[config.mk]
export PLATFORM = sky130hd
export DESIGN_NAME = lbd_bus_driver
export DESIGN_NICKNAME = d
export VERILOG_FILES = /design/src/logic/lbd_pkg.sv /design/src/logic/lbd_bit_cell.sv /design/src/logic/lbd_bus_driver.sv
export SDC_FILE = /design/constraint.sdc
export NUM_CORES = 1
export LEC_CHECK = 0
export ABC_AREA = 1
export BUFFER_PORTS_ARGS = -buffer_cell sky130_fd_sc_hd__buf_4
export CAP_MARGIN = 20
export CORE_MARGIN = 4
export CORE_UTILIZATION = 50
export DETAILED_ROUTE_END_ITERATION = 16
export HOLD_SLACK_MARGIN = 0.06
export PLACE_DENSITY = 0.82
export RECOVER_POWER = 25
export SYNTH_ARGS = -nofsm -noshare
export SYNTH_HDL_FRONTEND = slang
export SYNTH_SLANG_ARGS = --single-unit
[constraint.sdc]
create_clock -name clk_sys_in -period 4.1 [get_ports clk_sys_in]
set_input_delay 0.41 -clock clk_sys_in [delete_from_list [all_inputs] [get_ports clk_sys_in]]
set_output_delay 0.41 -clock clk_sys_in [all_outputs]
set_load 0.1 [all_outputs]
[src/logic/lbd_pkg.sv]
`default_nettype none
package lbd_pkg;
   localparam int unsigned LBD_WIDTH      = 18;
   localparam int unsigned LBD_SYNC_DEPTH = 2;
   localparam logic        LBD_BIT_RESET  = 1'h0;
   // Control stages reset to their inactive level: outputs off, latch closed, edge high
   localparam logic        LBD_PIN_RESET  = 1'h1;
endpackage
`default_nettype wire

[src/logic/lbd_bit_cell.sv]
`timescale 1ns/10ps
`default_nettype none
module lbd_bit_cell
   import lbd_pkg::*;
(
   input  wire logic clk_sys_in,
   input  wire logic rst_in,
   input  wire logic data_in,
   input  wire logic pass_through_n_in,
   input  wire logic edge_rise_in,
   output var  logic level_out
);
   typedef struct packed {
      logic stored;
   } lbd_cell_s;

   lbd_cell_s state;
   lbd_cell_s next_state;

   always_comb begin
      next_state = state;
      if (!pass_through_n_in) begin
         next_state.stored = data_in;
      end else if (edge_rise_in) begin
         next_state.stored = data_in;
      end
   end

   always_ff @(posedge clk_sys_in or posedge rst_in) begin
      if (rst_in) begin
         state.stored <= LBD_BIT_RESET;
      end else begin
         state <= next_state;
      end
   end

   assign level_out = state.stored;
endmodule
`default_nettype wire

[src/logic/lbd_bus_driver.sv]
// Operation
// - Eighteen parallel bits, each input to its output under shared controls.
// - Output enable high puts every output in high impedance.
// - Pass-through low and enabled: outputs follow inputs, edge input ignored.
// - Pass-through high: each bit captures input on edge input rising.
// - Pass-through high, edge input steady low: hold prior output level.
// - Pass-through high, edge held high: hold, if edge rose before pass-through.
`timescale 1ns/10ps
`default_nettype none
module lbd_bus_driver
   import lbd_pkg::*;
#(
   parameter int unsigned WIDTH = LBD_WIDTH
)
(
   input  wire logic             clk_sys_in,
   input  wire logic             rst_in,
   input  wire logic [WIDTH-1:0] data_in,
   input  wire logic             out_enable_n_in,
   input  wire logic             pass_through_n_in,
   input  wire logic             edge_in,
   output var  logic [WIDTH-1:0] bus_out,
   output var  logic [WIDTH-1:0] bus_oe_out
);
   if (WIDTH < 1) begin : g_bad_width
      $error("WIDTH must be at least one");
   end

   // The pipeline below is built two stages deep and the latencies rely on it
   if (LBD_SYNC_DEPTH != 2) begin : g_bad_sync
      $error("Pin synchronisers are built two flip-flops deep");
   end

   // Pins are asynchronous, so every input passes two flip-flops first
   typedef struct packed {
      logic [WIDTH-1:0] data_m;
      logic [WIDTH-1:0] data_s;
      logic             oe_n_m;
      logic             oe_n_s;
      logic             pt_n_m;
      logic             pt_n_s;
      logic             edge_m;
      logic             edge_s;
      logic             edge_d;
   } lbd_top_s;

   lbd_top_s         state;
   lbd_top_s         next_state;
   logic             edge_rise;
   logic [WIDTH-1:0] level;

   always_comb begin
      next_state        = state;
      next_state.data_m = data_in;
      next_state.data_s = state.data_m;
      next_state.oe_n_m = out_enable_n_in;
      next_state.oe_n_s = state.oe_n_m;
      next_state.pt_n_m = pass_through_n_in;
      next_state.pt_n_s = state.pt_n_m;
      next_state.edge_m = edge_in;
      next_state.edge_s = state.edge_m;
      next_state.edge_d = state.edge_s;
   end

   // Reset high on enable and pass-through keeps outputs off until pins are seen
   always_ff @(posedge clk_sys_in or posedge rst_in) begin
      if (rst_in) begin
         state.data_m <= {WIDTH{LBD_BIT_RESET}};
         state.data_s <= {WIDTH{LBD_BIT_RESET}};
         state.oe_n_m <= LBD_PIN_RESET;
         state.oe_n_s <= LBD_PIN_RESET;
         state.pt_n_m <= LBD_PIN_RESET;
         state.pt_n_s <= LBD_PIN_RESET;
         // Edge stages reset high, so a high pin after reset gives no false rise
         state.edge_m <= LBD_PIN_RESET;
         state.edge_s <= LBD_PIN_RESET;
         state.edge_d <= LBD_PIN_RESET;
      end else begin
         state <= next_state;
      end
   end

   assign edge_rise = state.edge_s & ~state.edge_d;

   // One decoded mode drives every cell, so follow, hold and capture never overlap
   typedef enum logic [1:0] {
      LBD_MODE_FOLLOW  = 2'h0,
      LBD_MODE_HOLD    = 2'h1,
      LBD_MODE_CAPTURE = 2'h3
   } lbd_mode_e;

   lbd_mode_e mode;
   logic      cell_pt_n;
   logic      cell_rise;

   always_comb begin
      if (!state.pt_n_s) begin
         mode = LBD_MODE_FOLLOW;
      end else if (edge_rise) begin
         mode = LBD_MODE_CAPTURE;
      end else begin
         mode = LBD_MODE_HOLD;
      end
   end

   // Raising pass-through while edge is high never makes a rise: both sync equally deep
   always_comb begin
      case (mode)
         LBD_MODE_FOLLOW: begin
            cell_pt_n = 1'h0;
            cell_rise = 1'h0;
         end
         LBD_MODE_CAPTURE: begin
            cell_pt_n = 1'h1;
            cell_rise = 1'h1;
         end
         default: begin
            cell_pt_n = 1'h1;
            cell_rise = 1'h0;
         end
      endcase
   end

   for (genvar i = 0; i < WIDTH; i++) begin : g_bit
      lbd_bit_cell u_cell (
         .clk_sys_in        (clk_sys_in),
         .rst_in            (rst_in),
         .data_in           (state.data_s[i]),
         .pass_through_n_in (cell_pt_n),
         .edge_rise_in      (cell_rise),
         .level_out         (level[i])
      );
   end

   assign bus_out = level;

   assign bus_oe_out = {WIDTH{~state.oe_n_s}};
endmodule
`default_nettype wire

---- Yosys cells after proc, flatten, opt, wreduce, memory -nomap -nowiden ----
Index checks and enable logic that the tools add are counted.
word-level totals
  bits in registers ....................... 61
  input bits .............................. 23
  output and inout bits ................... 36
cells by class
  eq/ne operators ......................... 1
  mux-type cells .......................... 39
  bitwise operators ....................... 3
  reduce and logical (&&, ||, !) cells .... 2
operator list
  cell                                         number
  1-bit 2-to-1 mux                             37
  2-bit 2-to-1 mux                             2
  2-bit equality test (second input constant)  1
  2-bit logical NOT                            1
  1-bit NOT                                    2
  2-bit nonzero test                           1
  1-bit AND                                    1

---- Depth between registers and ports, before layout ----
Gate-level depths: netlist of the first run.
  word-level depth ........................ 8
  gate-level depth with buffers ........... 6

---- Hierarchy ----
From an unflattened synthesis of the first run, not the netlist that was laid out.
second synthesis, totals
  cells, all modules ...................... 191
  area total of the unflattened synthesis .. 2,112.0 sq um
by module, submodules not included
  module          times used  cells an instance  area an instance (sq um)
  lbd_bus_driver  1           65                 1,233.7
  lbd_bit_cell    18          7                  48.8

---- Least setup slack after synthesis of the first run ----
No wires, ideal clock.
  path type ............................... register to output
  start ................................... reg state[5] (netlist name)
  end ..................................... out bus_oe_out[10]
  data arrival time ....................... 1,608 ps
  slack ................................... 2,082 ps
  stages on the path, launching flop included .. 3
  buffers on the path ..................... 1
  path through ............................ dfstp_2 inv_1 buf_4
on the way
  cells in the longest elaborated chain, start to end .. 1
RTL lines
  what                    RTL line               text
  start, declared         lbd_bus_driver.sv:47   lbd_top_s state;
  start signal, assigned  lbd_bus_driver.sv:79   state <= next_state;
  1-bit NOT               lbd_bus_driver.sv:137  assign bus_oe_out = {WIDTH{~state.oe_n_s}};
  end, declared           lbd_bus_driver.sv:23   output var logic [WIDTH-1:0] bus_oe_out
Every way passes these cells.

---- Worst setup path after layout of the first run ----
  start ................................... reg state[5] (netlist name)
  end ..................................... out bus_oe_out[13]
Same word-level chain as after synthesis.

==> flow_summary.json, run 1 <==
{
  "finalHoldViolCount": 0,
  "cellPowerDensity_nw_per_um2": 618,
  "max_buffers_root_to_sink": 2,
  "hp-start": "edge_in",
  "dr_total_vias": 1066,
  "grt_first_pass_wirelength_mm": 4.84,
  "internal_power_of_the_cells_mw": 1.11,
  "max-cap-violations": 0,
  "cts_setup_buffers": 0,
  "worstReg2RegStart": "state[3]",
  "power.total_mw": 1.57,
  "area_growth_pct": 21.4,
  "vdd_drop_max_mv": 0.364,
  "grt_util_all_layers_pct": 12.7,
  "synth_area_per_cell_sq_um": 13.2,
  "min_delay_path_depth": 1,
  "placementRows": 23,
  "crit-reg2reg-capture": "g_bit[16].u_cell.level_out",
  "post_cts_sizing_count": 0,
  "fin_worst_skew_ns": 0.00416,
  "timing.critical_path.required_ns": 3.69,
  "combPwrFrac_pct": 18.7,
  "numCtsBuffers": 9,
  "p_clk_share_pct": 39.1,
  "dieWidth_um": 72.7,
  "post_drt_via_cell_ratio": 4.35,
  "worst-r2r-cell-count": 3,
  "total_leakage_power_nw": 1.30,
  "drt-pass1-iter-count": 4,
  "setup_violations": 0,
  "critical-path-max-stage-delay_ns": 0.38,
  "setup.worst_path.start_class": "flop",
  "synth.yosys.warnings": 0,
  "timing.final.crit_period_ns": 1.79,
  "regToRegSetupSlack_ns": 2.86,
  "tritoncts": "yes",
  "rsz0062_at_grt": "false",
  "timing.critical_path.depth": 2,
  "sequentialPowerShare_pct": 42.1,
  "timing.hold.worst_endpoint": "next_state[1]",
  "finalSetupTns_ns": 0,
  "critical_path.endpoint_type": "output pin",
  "switching_share_of_total_power_pct": 29.6,
  "netlist_instances": 159,
  "ys_ff_latch": 61,
  "timing_worst_slew_pin_value_ns": 0.689,
  "grt_antenna_before_repair": 0,
  "postSynthNetCount": 182,
  "clkSinkCount": 61,
  "status": "completed",
  "seq_area_frac_synth_pct": 73.3,
  "drt-wirelength-per-cell_um": 12.0,
  "critical_setup_path_kind": "reg -> out",
  "hold_buffers": 0,
  "worst_path_max_delay_cell": "buf_4",
  "ios": 59,
  "drt_drc_violations_left": 0,
  "postRouteAntennaNets": 0,
  "htreeDepth": 3,
  "timing.fmax_mhz": 558,
  "power_switching_uw": 464,
  "dpl.hpwl_mm": 2.00,
  "cts_root_buf": "clkbuf_8",
  "period_utilization_pct": 43.7,
  "slew_viol_final": 0,
  "crit_path_cell_trace": "inv_1 > buf_4",
  "port_buffers": 58,
  "num_antenna_cells": 0,
  "first_global_vias": 1094,
  "ys_types": 8,
  "wl_mm": 2.93,
  "slew_headroom_pct": 54.1,
  "critPathTopFamily": "buffers and inverters",
  "critical_path_peak_fanout": 18,
  "core-area_sq_um": 4030,
  "count_of_buffer_and_inverter_cells_on_the_critical_path": 2,
  "final_layout_size_suffix_gt1_share_pct": 43.6,
  "pin_count_of_the_biggest_net_entering_global_routing": 62,
  "worstSkewPairLatency_ns": 0.32,
  "finalWeightedCongestion": 0.644,
  "worst_ep_arrival_time_ns": 1.38,
  "drt_iter0_markers": 54,
  "final_net_count": 213,
  "gr-total-overflow": 0,
  "initial_utilization_pct": 52.0,
  "die-height_um": 72.7,
  "fin_worst_hold_slack_ns": 0.196,
  "syn_area_sq_um": 2090,
  "cts.clk_slew.worst_paths_ns": 0.06,
  "min_path_type": "in -> reg",
  "die_area_sq_um": 5290
}
-- sequential cells by signal (all words and copies together) (netlist names) --
register	flops
next_state	22
state	21
g_bit.u_cell.level_out	18
-- cells in the mapped netlist --
cell     instances  area share [%]
nand3_1         18             4.3
dfrtp_1         54              65
buf_4           38              14
buf_8            1            0.72
nand2_1         36             6.5
dfstp_2          7             8.8
nand2_4          2             1.1
inv_1            3            0.54
-- power by group through the flow --
stage | Clock (mW) | Sequential (mW) | Combinational [mW]
floorplan | 0 | 0.665 | 0.276
global placement | 0 | 0.672 | 0.295
detailed placement | 0 | 0.673 | 0.298
CTS | 0.629 | 0.663 | 0.299
global route | 0.656 | 0.667 | 0.307
finish | 0.615 | 0.662 | 0.294
-- layout by cell type (no fill, tap or decap) --
cell type,synthesis,final
dfrtp_1,54,54
buf_4,38,38
nand2_1,36,36
clkbuf_4,0,21
nand3_1,18,18
clkbuf_8,0,13
dfstp_2,7,7
inv_1,3,2
nand2_4,2,2
bufinv_16,0,2
inv_2,0,1
clkinv_2,0,1
-- per-stage QoR --
step	utilization [%]	cells	setup WS [ns]	cell area [sq um]
CTS	63.1	245	2.26	2540
finish	63.1	245	2.31	2540
detailed placement	57.1	229	2.63	2300
floorplan	-	159	2.08	2090
global route	63.1	245	2.22	2540
global placement	57.1	229	2.68	2300
-- kinds of logic after synthesis --
| group | count (synthesis) | share of synthesized area (%) |
|---|---|---|
| flops | 61 | 73.3 |
| buf+inv | 42 | 14.9 |
| simple gates | 56 | 11.8 |
-- worst max path at each step --
| stage | end | from |
|---|---|---|
| 6_report | bus_oe_out[13] | state[5] |
| 5_1_grt | bus_oe_out[15] | state[5] |
| 4_1_cts | bus_oe_out[13] | state[5] |
| 3_5_place_dp | bus_oe_out[13] | state[5] |
| 3_3_place_gp | bus_oe_out[11] | state[5] |
| 2_1_floorplan | bus_oe_out[10] | state[5] |
-- metal layers --
layer | global-route usage, % | vias to the layer above | routed length, um
met2 | 18.5 | 45 | 1420
met4 | 9.22 | 0 | 81
li1 | - | 519 | -
met3 | 5.92 | 8 | 267
met1 | 14.6 | 494 | 1160
met5 | 0 | - | 0
-- layout make-up --
class | instances | area (sq um)
sequential | 61 | 1540
clock inverter | 3 | 65.1
clock buffer | 13 | 179
multi-input combinational | 56 | 248
inverter | 3 | 11.3
timing repair buffer | 59 | 443
tap | 50 | 62.6
fill | 307 | 1490
(Power assumes the default switching activity.)
==> inputs of run 2 (changes only) <==
==> constraint.sdc (replaced) <==
create_clock -name clk_sys_in -period 1.8 [get_ports clk_sys_in]
set_input_delay 0.18 -clock clk_sys_in [delete_from_list [all_inputs] [get_ports clk_sys_in]]
set_output_delay 0.18 -clock clk_sys_in [all_outputs]
set_load 0.1 [all_outputs]
==> run 2 against run 1 <==
Critical path depth is the same. Register-to-register slack lost 2.3 ns. Routed wire length grew 6.3%.
==> flow_summary.json, run 2 (same netlist as run 1, synthesis figures left out) <==
{
  "status": "completed",
  "timing_worst_slew_pin_value_ns": 0.439,
  "critical-path-max-stage-delay_ns": 0.38,
  "rsz0062_at_grt": "false",
  "layout.area.seq_sq_um": 1540,
  "layout.cells.most_common": "dfrtp_1",
  "min_path_type": "reg -> reg",
  "critical_setup_path_kind": "reg -> out",
  "dr_total_vias": 1140,
  "multi_input_gate_area_in_the_final_layout_sq_um": 248,
  "tritoncts": "yes",
  "clkSinkCount": 61,
  "timing.critical_path.required_ns": 1.62,
  "setup_violations": 0,
  "fin_worst_skew_ns": 0.00350,
  "finalSetupTns_ns": 0,
  "worst_ep_arrival_time_ns": 1.38,
  "placementRows": 23,
  "crit-reg2reg-capture": "g_bit[14].u_cell.level_out",
  "dieWidth_um": 72.7,
  "postRouteAntennaNets": 0,
  "initial_utilization_pct": 52.0,
  "cell_count_post_placement": 229,
  "slew_headroom_pct": 70.7,
  "timing.hold.worst_endpoint": "state[8]",
  "post_cts_sizing_count": 0,
  "worstSkewPairLatency_ns": 0.31,
  "pin_count_of_the_biggest_net_entering_global_routing": 62,
  "area_growth_pct": 29.6,
  "crit_path_cell_trace": "inv_1 > buf_4",
  "post_drt_via_cell_ratio": 4.27,
  "worst_path_max_delay_cell": "buf_4",
  "grt_first_pass_wirelength_mm": 5.33,
  "hp-start": "next_state[8]",
  "ios": 59,
  "numCtsBuffers": 9,
  "drt_drc_violations_left": 0,
  "finalWeightedCongestion": 0.645,
  "max_buffers_root_to_sink": 2,
  "final_layout_size_suffix_gt1_share_pct": 37.3,
  "timing.final.crit_period_ns": 1.56,
  "count_of_buffer_and_inverter_cells_on_the_critical_path": 2,
  "cts.clk_slew.worst_paths_ns": 0.06,
  "port_buffers": 58,
  "period_utilization_pct": 86.6,
  "die_area_sq_um": 5290,
  "max-cap-violations": 0,
  "htreeDepth": 3,
  "die-height_um": 72.7,
  "regToRegSetupSlack_ns": 0.57,
  "critical_path_peak_fanout": 18,
  "layout.cells.most_common_list": "dfrtp_1 (54), buf_4 (41), nand2_1 (36)",
  "setup.worst_path.start_class": "flop",
  "worst-r2r-cell-count": 3,
  "cts_root_buf": "clkbuf_8",
  "timing.fmax_mhz": 641,
  "vdd_drop_max_mv": 0.523,
  "drt-wirelength-per-cell_um": 11.7,
  "grt_antenna_before_repair": 0,
  "core-area_sq_um": 4030,
  "grt_util_all_layers_pct": 14.0,
  "gr-total-overflow": 0,
  "first_global_vias": 1143,
  "critical_path.endpoint_type": "output pin",
  "min_delay_path_depth": 0,
  "power.total_mw": 3.27,
  "cellPowerDensity_nw_per_um2": 1210,
  "critPathTopFamily": "buffers and inverters",
  "slew_viol_final": 0,
  "filler_cell_count": 304,
  "wl_mm": 3.12,
  "drt_iter0_markers": 42,
  "total_leakage_power_nw": 1.36,
  "fin_cells": 267,
  "num_antenna_cells": 0,
  "number_of_flip_flops_in_the_largest_register": 22,
  "drt-pass1-iter-count": 6,
  "finalHoldViolCount": 0,
  "worstReg2RegStart": "state[3]",
  "final_net_count": 235
}
==> run 2: cell count changes in the layout (fill, tap and decap cells not counted), sizes merged <==
cell | before | now
buf | 38 | 42
clkbuf | 34 | 32
bufinv | 2 | 0
dlygate4sd3 | 0 | 22
==> run 2: where the power goes <==
group / internal [mW] / switching [mW] / leakage, nW
sequential: 1.47 / 0.0426 / 0.710
clock: 0.612 / 0.441 / 0.0937
combinational: 0.161 / 0.553 / 0.561
total: 2.24 / 1.04 / 1.36
==> run 2: repair_timing <==
item                      in CTS  in global routing
setup buffers                  0                  0
hold buffers                  22                  0
hold endpoints to repair      75                  0
==> run 2: worst max path at each step <==
stage	startpoint	endpoint	slack, ns	depth (start not counted)
4_1_cts	state[5]	bus_oe_out[15]	0.20	2
2_1_floorplan	state[5]	bus_oe_out[10]	0.01	2
3_5_place_dp	state[5]	bus_oe_out[15]	0.56	2
5_1_grt	state[5]	bus_oe_out[15]	0.15	2
3_3_place_gp	state[3]	g_bit[14].u_cell.level_out	0.60	3
6_report	state[5]	bus_oe_out[9]	0.24	2
==> run 2: through the flow <==
step / area, sq um / util, % / worst slack, ns / hold WS (ns)
6_report: 2710 / 67.4 / 0.241 / 0.341
5_1_grt: 2710 / 67.4 / 0.149 / 0.346
4_1_cts: 2710 / 67.4 / 0.203 / 0.344
3_5_place_dp: 2310 / 57.4 / 0.561 / 0.268
3_3_place_gp: 2310 / 57.4 / 0.597 / 0.263
2_1_floorplan: 2090 / - / 0.0116 / 0.184
==> run 2: routing by layer <==
metal	track usage [%]	vias up	part of all wire, %
met5	0	-	0
met1	16.2	526	41
li1	-	566	-
met3	4.27	5	7.5
met4	10.5	0	1.8
met2	21.7	43	49
==> run 2: area by class of cell <==
class                           instances  share of cell area [%]
Sequential cell                        61                    56.6
Timing Repair Buffer                   81                    24.9
Multi-Input combinational cell         56                    9.13
Inverter                                3                   0.415
Tap cell                               50                    2.31
Clock inverter                          1                   0.184
Clock buffer                           15                    6.50
==> run 2: worst register-to-register path: cells and delay by family (launching register included) <==
kind          cells  cell delay [ns]
flops             1             0.76
simple gates      3             0.37
==> inputs of run 3 (changes only) <==
--- a/config.mk
+++ b/config.mk
@@ -5,7 +5,6 @@
 export SDC_FILE = /design/constraint.sdc
 export NUM_CORES = 1
 export LEC_CHECK = 0
-export ABC_AREA = 1
 export BUFFER_PORTS_ARGS = -buffer_cell sky130_fd_sc_hd__buf_4
 export CAP_MARGIN = 20
 export CORE_MARGIN = 4
@@ -14,6 +13,7 @@
 export HOLD_SLACK_MARGIN = 0.06
 export PLACE_DENSITY = 0.82
 export RECOVER_POWER = 25
+export SLEW_MARGIN = 20
 export SYNTH_ARGS = -nofsm -noshare
 export SYNTH_HDL_FRONTEND = slang
 export SYNTH_SLANG_ARGS = --single-unit
==> run 3 against run 2 <==
Via count shrank 12%. Combinational power grew 5.8%. Critical path depth is the same. Sequential power is essentially flat. Design area grew 1.7%. Clock skew grew 0.0071 ns. Clock power grew 12%. Critical endpoint is now bus_oe_out[2].
==> flow_summary.json, run 3 <==
{
  "rsz0062_at_grt": "false",
  "critical_setup_path_kind": "reg -> out",
  "num_antenna_cells": 0,
  "yosys.area_share.simple_pct": 0,
  "layout.cells.most_common_list": "dfrtp_1 (54), buf_4 (43), dlygate4sd3_1 (22)",
  "gr-total-overflow": 0,
  "post_cts_sizing_count": 0,
  "drt-wirelength-per-cell_um": 13.2,
  "dieWidth_um": 72.6,
  "ys_types": 8,
  "timing_worst_slew_pin_value_ns": 0.446,
  "max_buffers_root_to_sink": 2,
  "max-cap-violations": 0,
  "cellPowerDensity_nw_per_um2": 1250,
  "number_of_flip_flops_in_the_largest_register": 22,
  "core-area_sq_um": 4030,
  "final_layout_size_suffix_gt1_share_pct": 56.0,
  "cts_setup_buffers": 0,
  "finalWeightedCongestion": 0.698,
  "setup.worst_path.start_class": "flop",
  "synth.area.mux_share_pct": 11.5,
  "critical_path.endpoint_type": "output pin",
  "first_global_vias": 1056,
  "min_path_type": "reg -> reg",
  "compound_gate_portion_of_the_synthesized_area_pct": 0.780,
  "ios": 59,
  "total_leakage_power_nw": 1.33,
  "drt_drc_violations_left": 0,
  "multi_input_gate_area_in_the_final_layout_sq_um": 256,
  "power.total_mw": 3.44,
  "yosys.area.top_type_share_pct": 64.8,
  "sequentialPowerShare_pct": 43.8,
  "postSynthNetCount": 142,
  "port_buffers": 58,
  "ys_ff_latch": 61,
  "layout.area.seq_sq_um": 1540,
  "synth_area_per_cell_sq_um": 17.5,
  "switching_share_of_total_power_pct": 31.0,
  "hold_buffers": 22,
  "netlist_instances": 119,
  "synthAdderAreaFrac_pct": 0,
  "placementRows": 23,
  "dr_total_vias": 1004,
  "finalHoldViolCount": 0,
  "die-height_um": 72.6,
  "fin_worst_skew_ns": 0.0106,
  "worst_ep_arrival_time_ns": 1.37,
  "status": "completed",
  "vdd_drop_max_mv": 0.735,
  "wl_mm": 3.05,
  "die_area_sq_um": 5270,
  "grt_util_all_layers_pct": 13.5,
  "final_core_util_pct": 68.5,
  "power_switching_mw": 1.07,
  "fin_worst_hold_slack_ns": 0.341,
  "synth-edff-count": 0,
  "drt_iter0_markers": 48,
  "postSynth.asyncResetShare_pct": 100,
  "synthMostInstantiatedCell": "dfrtp_1",
  "pin_count_of_the_biggest_net_entering_global_routing": 42,
  "layout.cells.most_common": "dfrtp_1",
  "synth.yosys.warnings": 0,
  "final_net_count": 200,
  "synth_top_cell_by_area": "dfrtp_1",
  "timing.critical_path.required_ns": 1.62,
  "combinational_family_with_the_most_area_after_synthesis": "buffers and inverters",
  "timing.final.crit_period_ns": 1.55,
  "finalSetupTns_ns": 0,
  "htreeDepth": 3,
  "area_growth_pct": 32.3,
  "internal_power_of_the_cells_mw": 2.37,
  "dpl.hpwl_mm": 2.05,
  "dominantRegCellSynth": "dfrtp_1",
  "seq_area_frac_synth_pct": 73.6,
  "critical_path_peak_fanout": 18,
  "filler_cell_count": 277,
  "combPwrFrac_pct": 21.9,
  "synth.top_cells.by_area": "dfrtp_1 (65%), buf_4 (13%), dfstp_2 (8.8%), mux2_4 (7.2%), mux2_2 (4.3%)",
  "cts.clk_slew.worst_paths_ns": 0.07,
  "grt_first_pass_wirelength_mm": 5.13,
  "netlist_top_cells_count": "dfrtp_1 (54), buf_4 (35), mux2_4 (10), mux2_2 (8), dfstp_2 (7)",
  "slew_viol_final": 0,
  "period_utilization_pct": 86.1,
  "cts_root_buf": "clkbuf_8",
  "worstSkewPairLatency_ns": 0.32,
  "postRouteAntennaNets": 0,
  "synth_xor_area_share_pct": 0,
  "initial_utilization_pct": 51.8,
  "grt_antenna_before_repair": 0,
  "clkSinkCount": 61,
  "post_drt_via_cell_ratio": 4.33,
  "timing.fmax_mhz": 645,
  "numCtsBuffers": 9,
  "tritoncts": "yes",
  "syn_area_sq_um": 2090,
  "p_clk_share_pct": 34.3,
  "drt-pass1-iter-count": 4,
  "slew_headroom_pct": 70.2,
  "setup_violations": 0
}
## run 3: final cells by class
class	instances	area share, %
multi-input cells	19	9.30
clock inverters	4	1.72
well taps	50	2.27
inverters	3	0.408
clock buffers	12	5.62
flip-flops and latches	61	55.6
repair buffers	83	25.0
## run 3: power by group through the flow
stage	Clock (mW)	Sequential (mW)	Combinational (mW)
after global routing	1.28	1.52	0.779
after floorplan	0	1.52	0.659
after global placement	0	1.53	0.715
after CTS	1.21	1.51	0.762
final	1.18	1.51	0.754
after detailed placement	0	1.53	0.725
## run 3: through the flow
step           cells  instance area [sq um]  setup WS, ns
2_1_floorplan    119                   2090        0.0116
3_3_place_gp     194                   2340         0.461
3_5_place_dp     194                   2340         0.421
4_1_cts          232                   2760         0.200
5_1_grt          232                   2760         0.134
6_report         232                   2760         0.251
## run 3: logic make-up after synthesis
| group | count (synthesis) |
|---|---|
| mux | 18 |
| flops | 61 |
| compound gates | 1 |
| buf+inv | 39 |
## run 3: metal layers
metal	wire length, um	GRT usage [%]	up-vias
met5	0	0	-
met4	38	6.76	0
met3	242	5.51	7
met2	1590	21.9	45
met1	1180	15.5	495
li1	-	-	457
## run 3: worst max-delay path, stage by stage (launching register included)
cell and delay (ns):
dfstp_2 0.36, inv_1 0.32, buf_4 0.37
## run 3: path summary, 6_finish.rpt
| path | slack (ns) | start | end | cells after the start |
|---|---|---|---|---|
| setup / recovery | 0.25 | state[5] | bus_oe_out[2] | 2 |
| hold / removal | 0.34 | next_state[19] | state[19] | 0 |
| setup reg to reg | 0.43 | next_state[0] | g_bit[9].u_cell.level_out | 4 |
| hold reg to reg | 0.34 | next_state[19] | state[19] | 0 |
| max in group asynchronous | 0.75 | rst_in | next_state[3] | 4 |
| min in group asynchronous | 0.43 | rst_in | g_bit[11].u_cell.level_out | 3 |
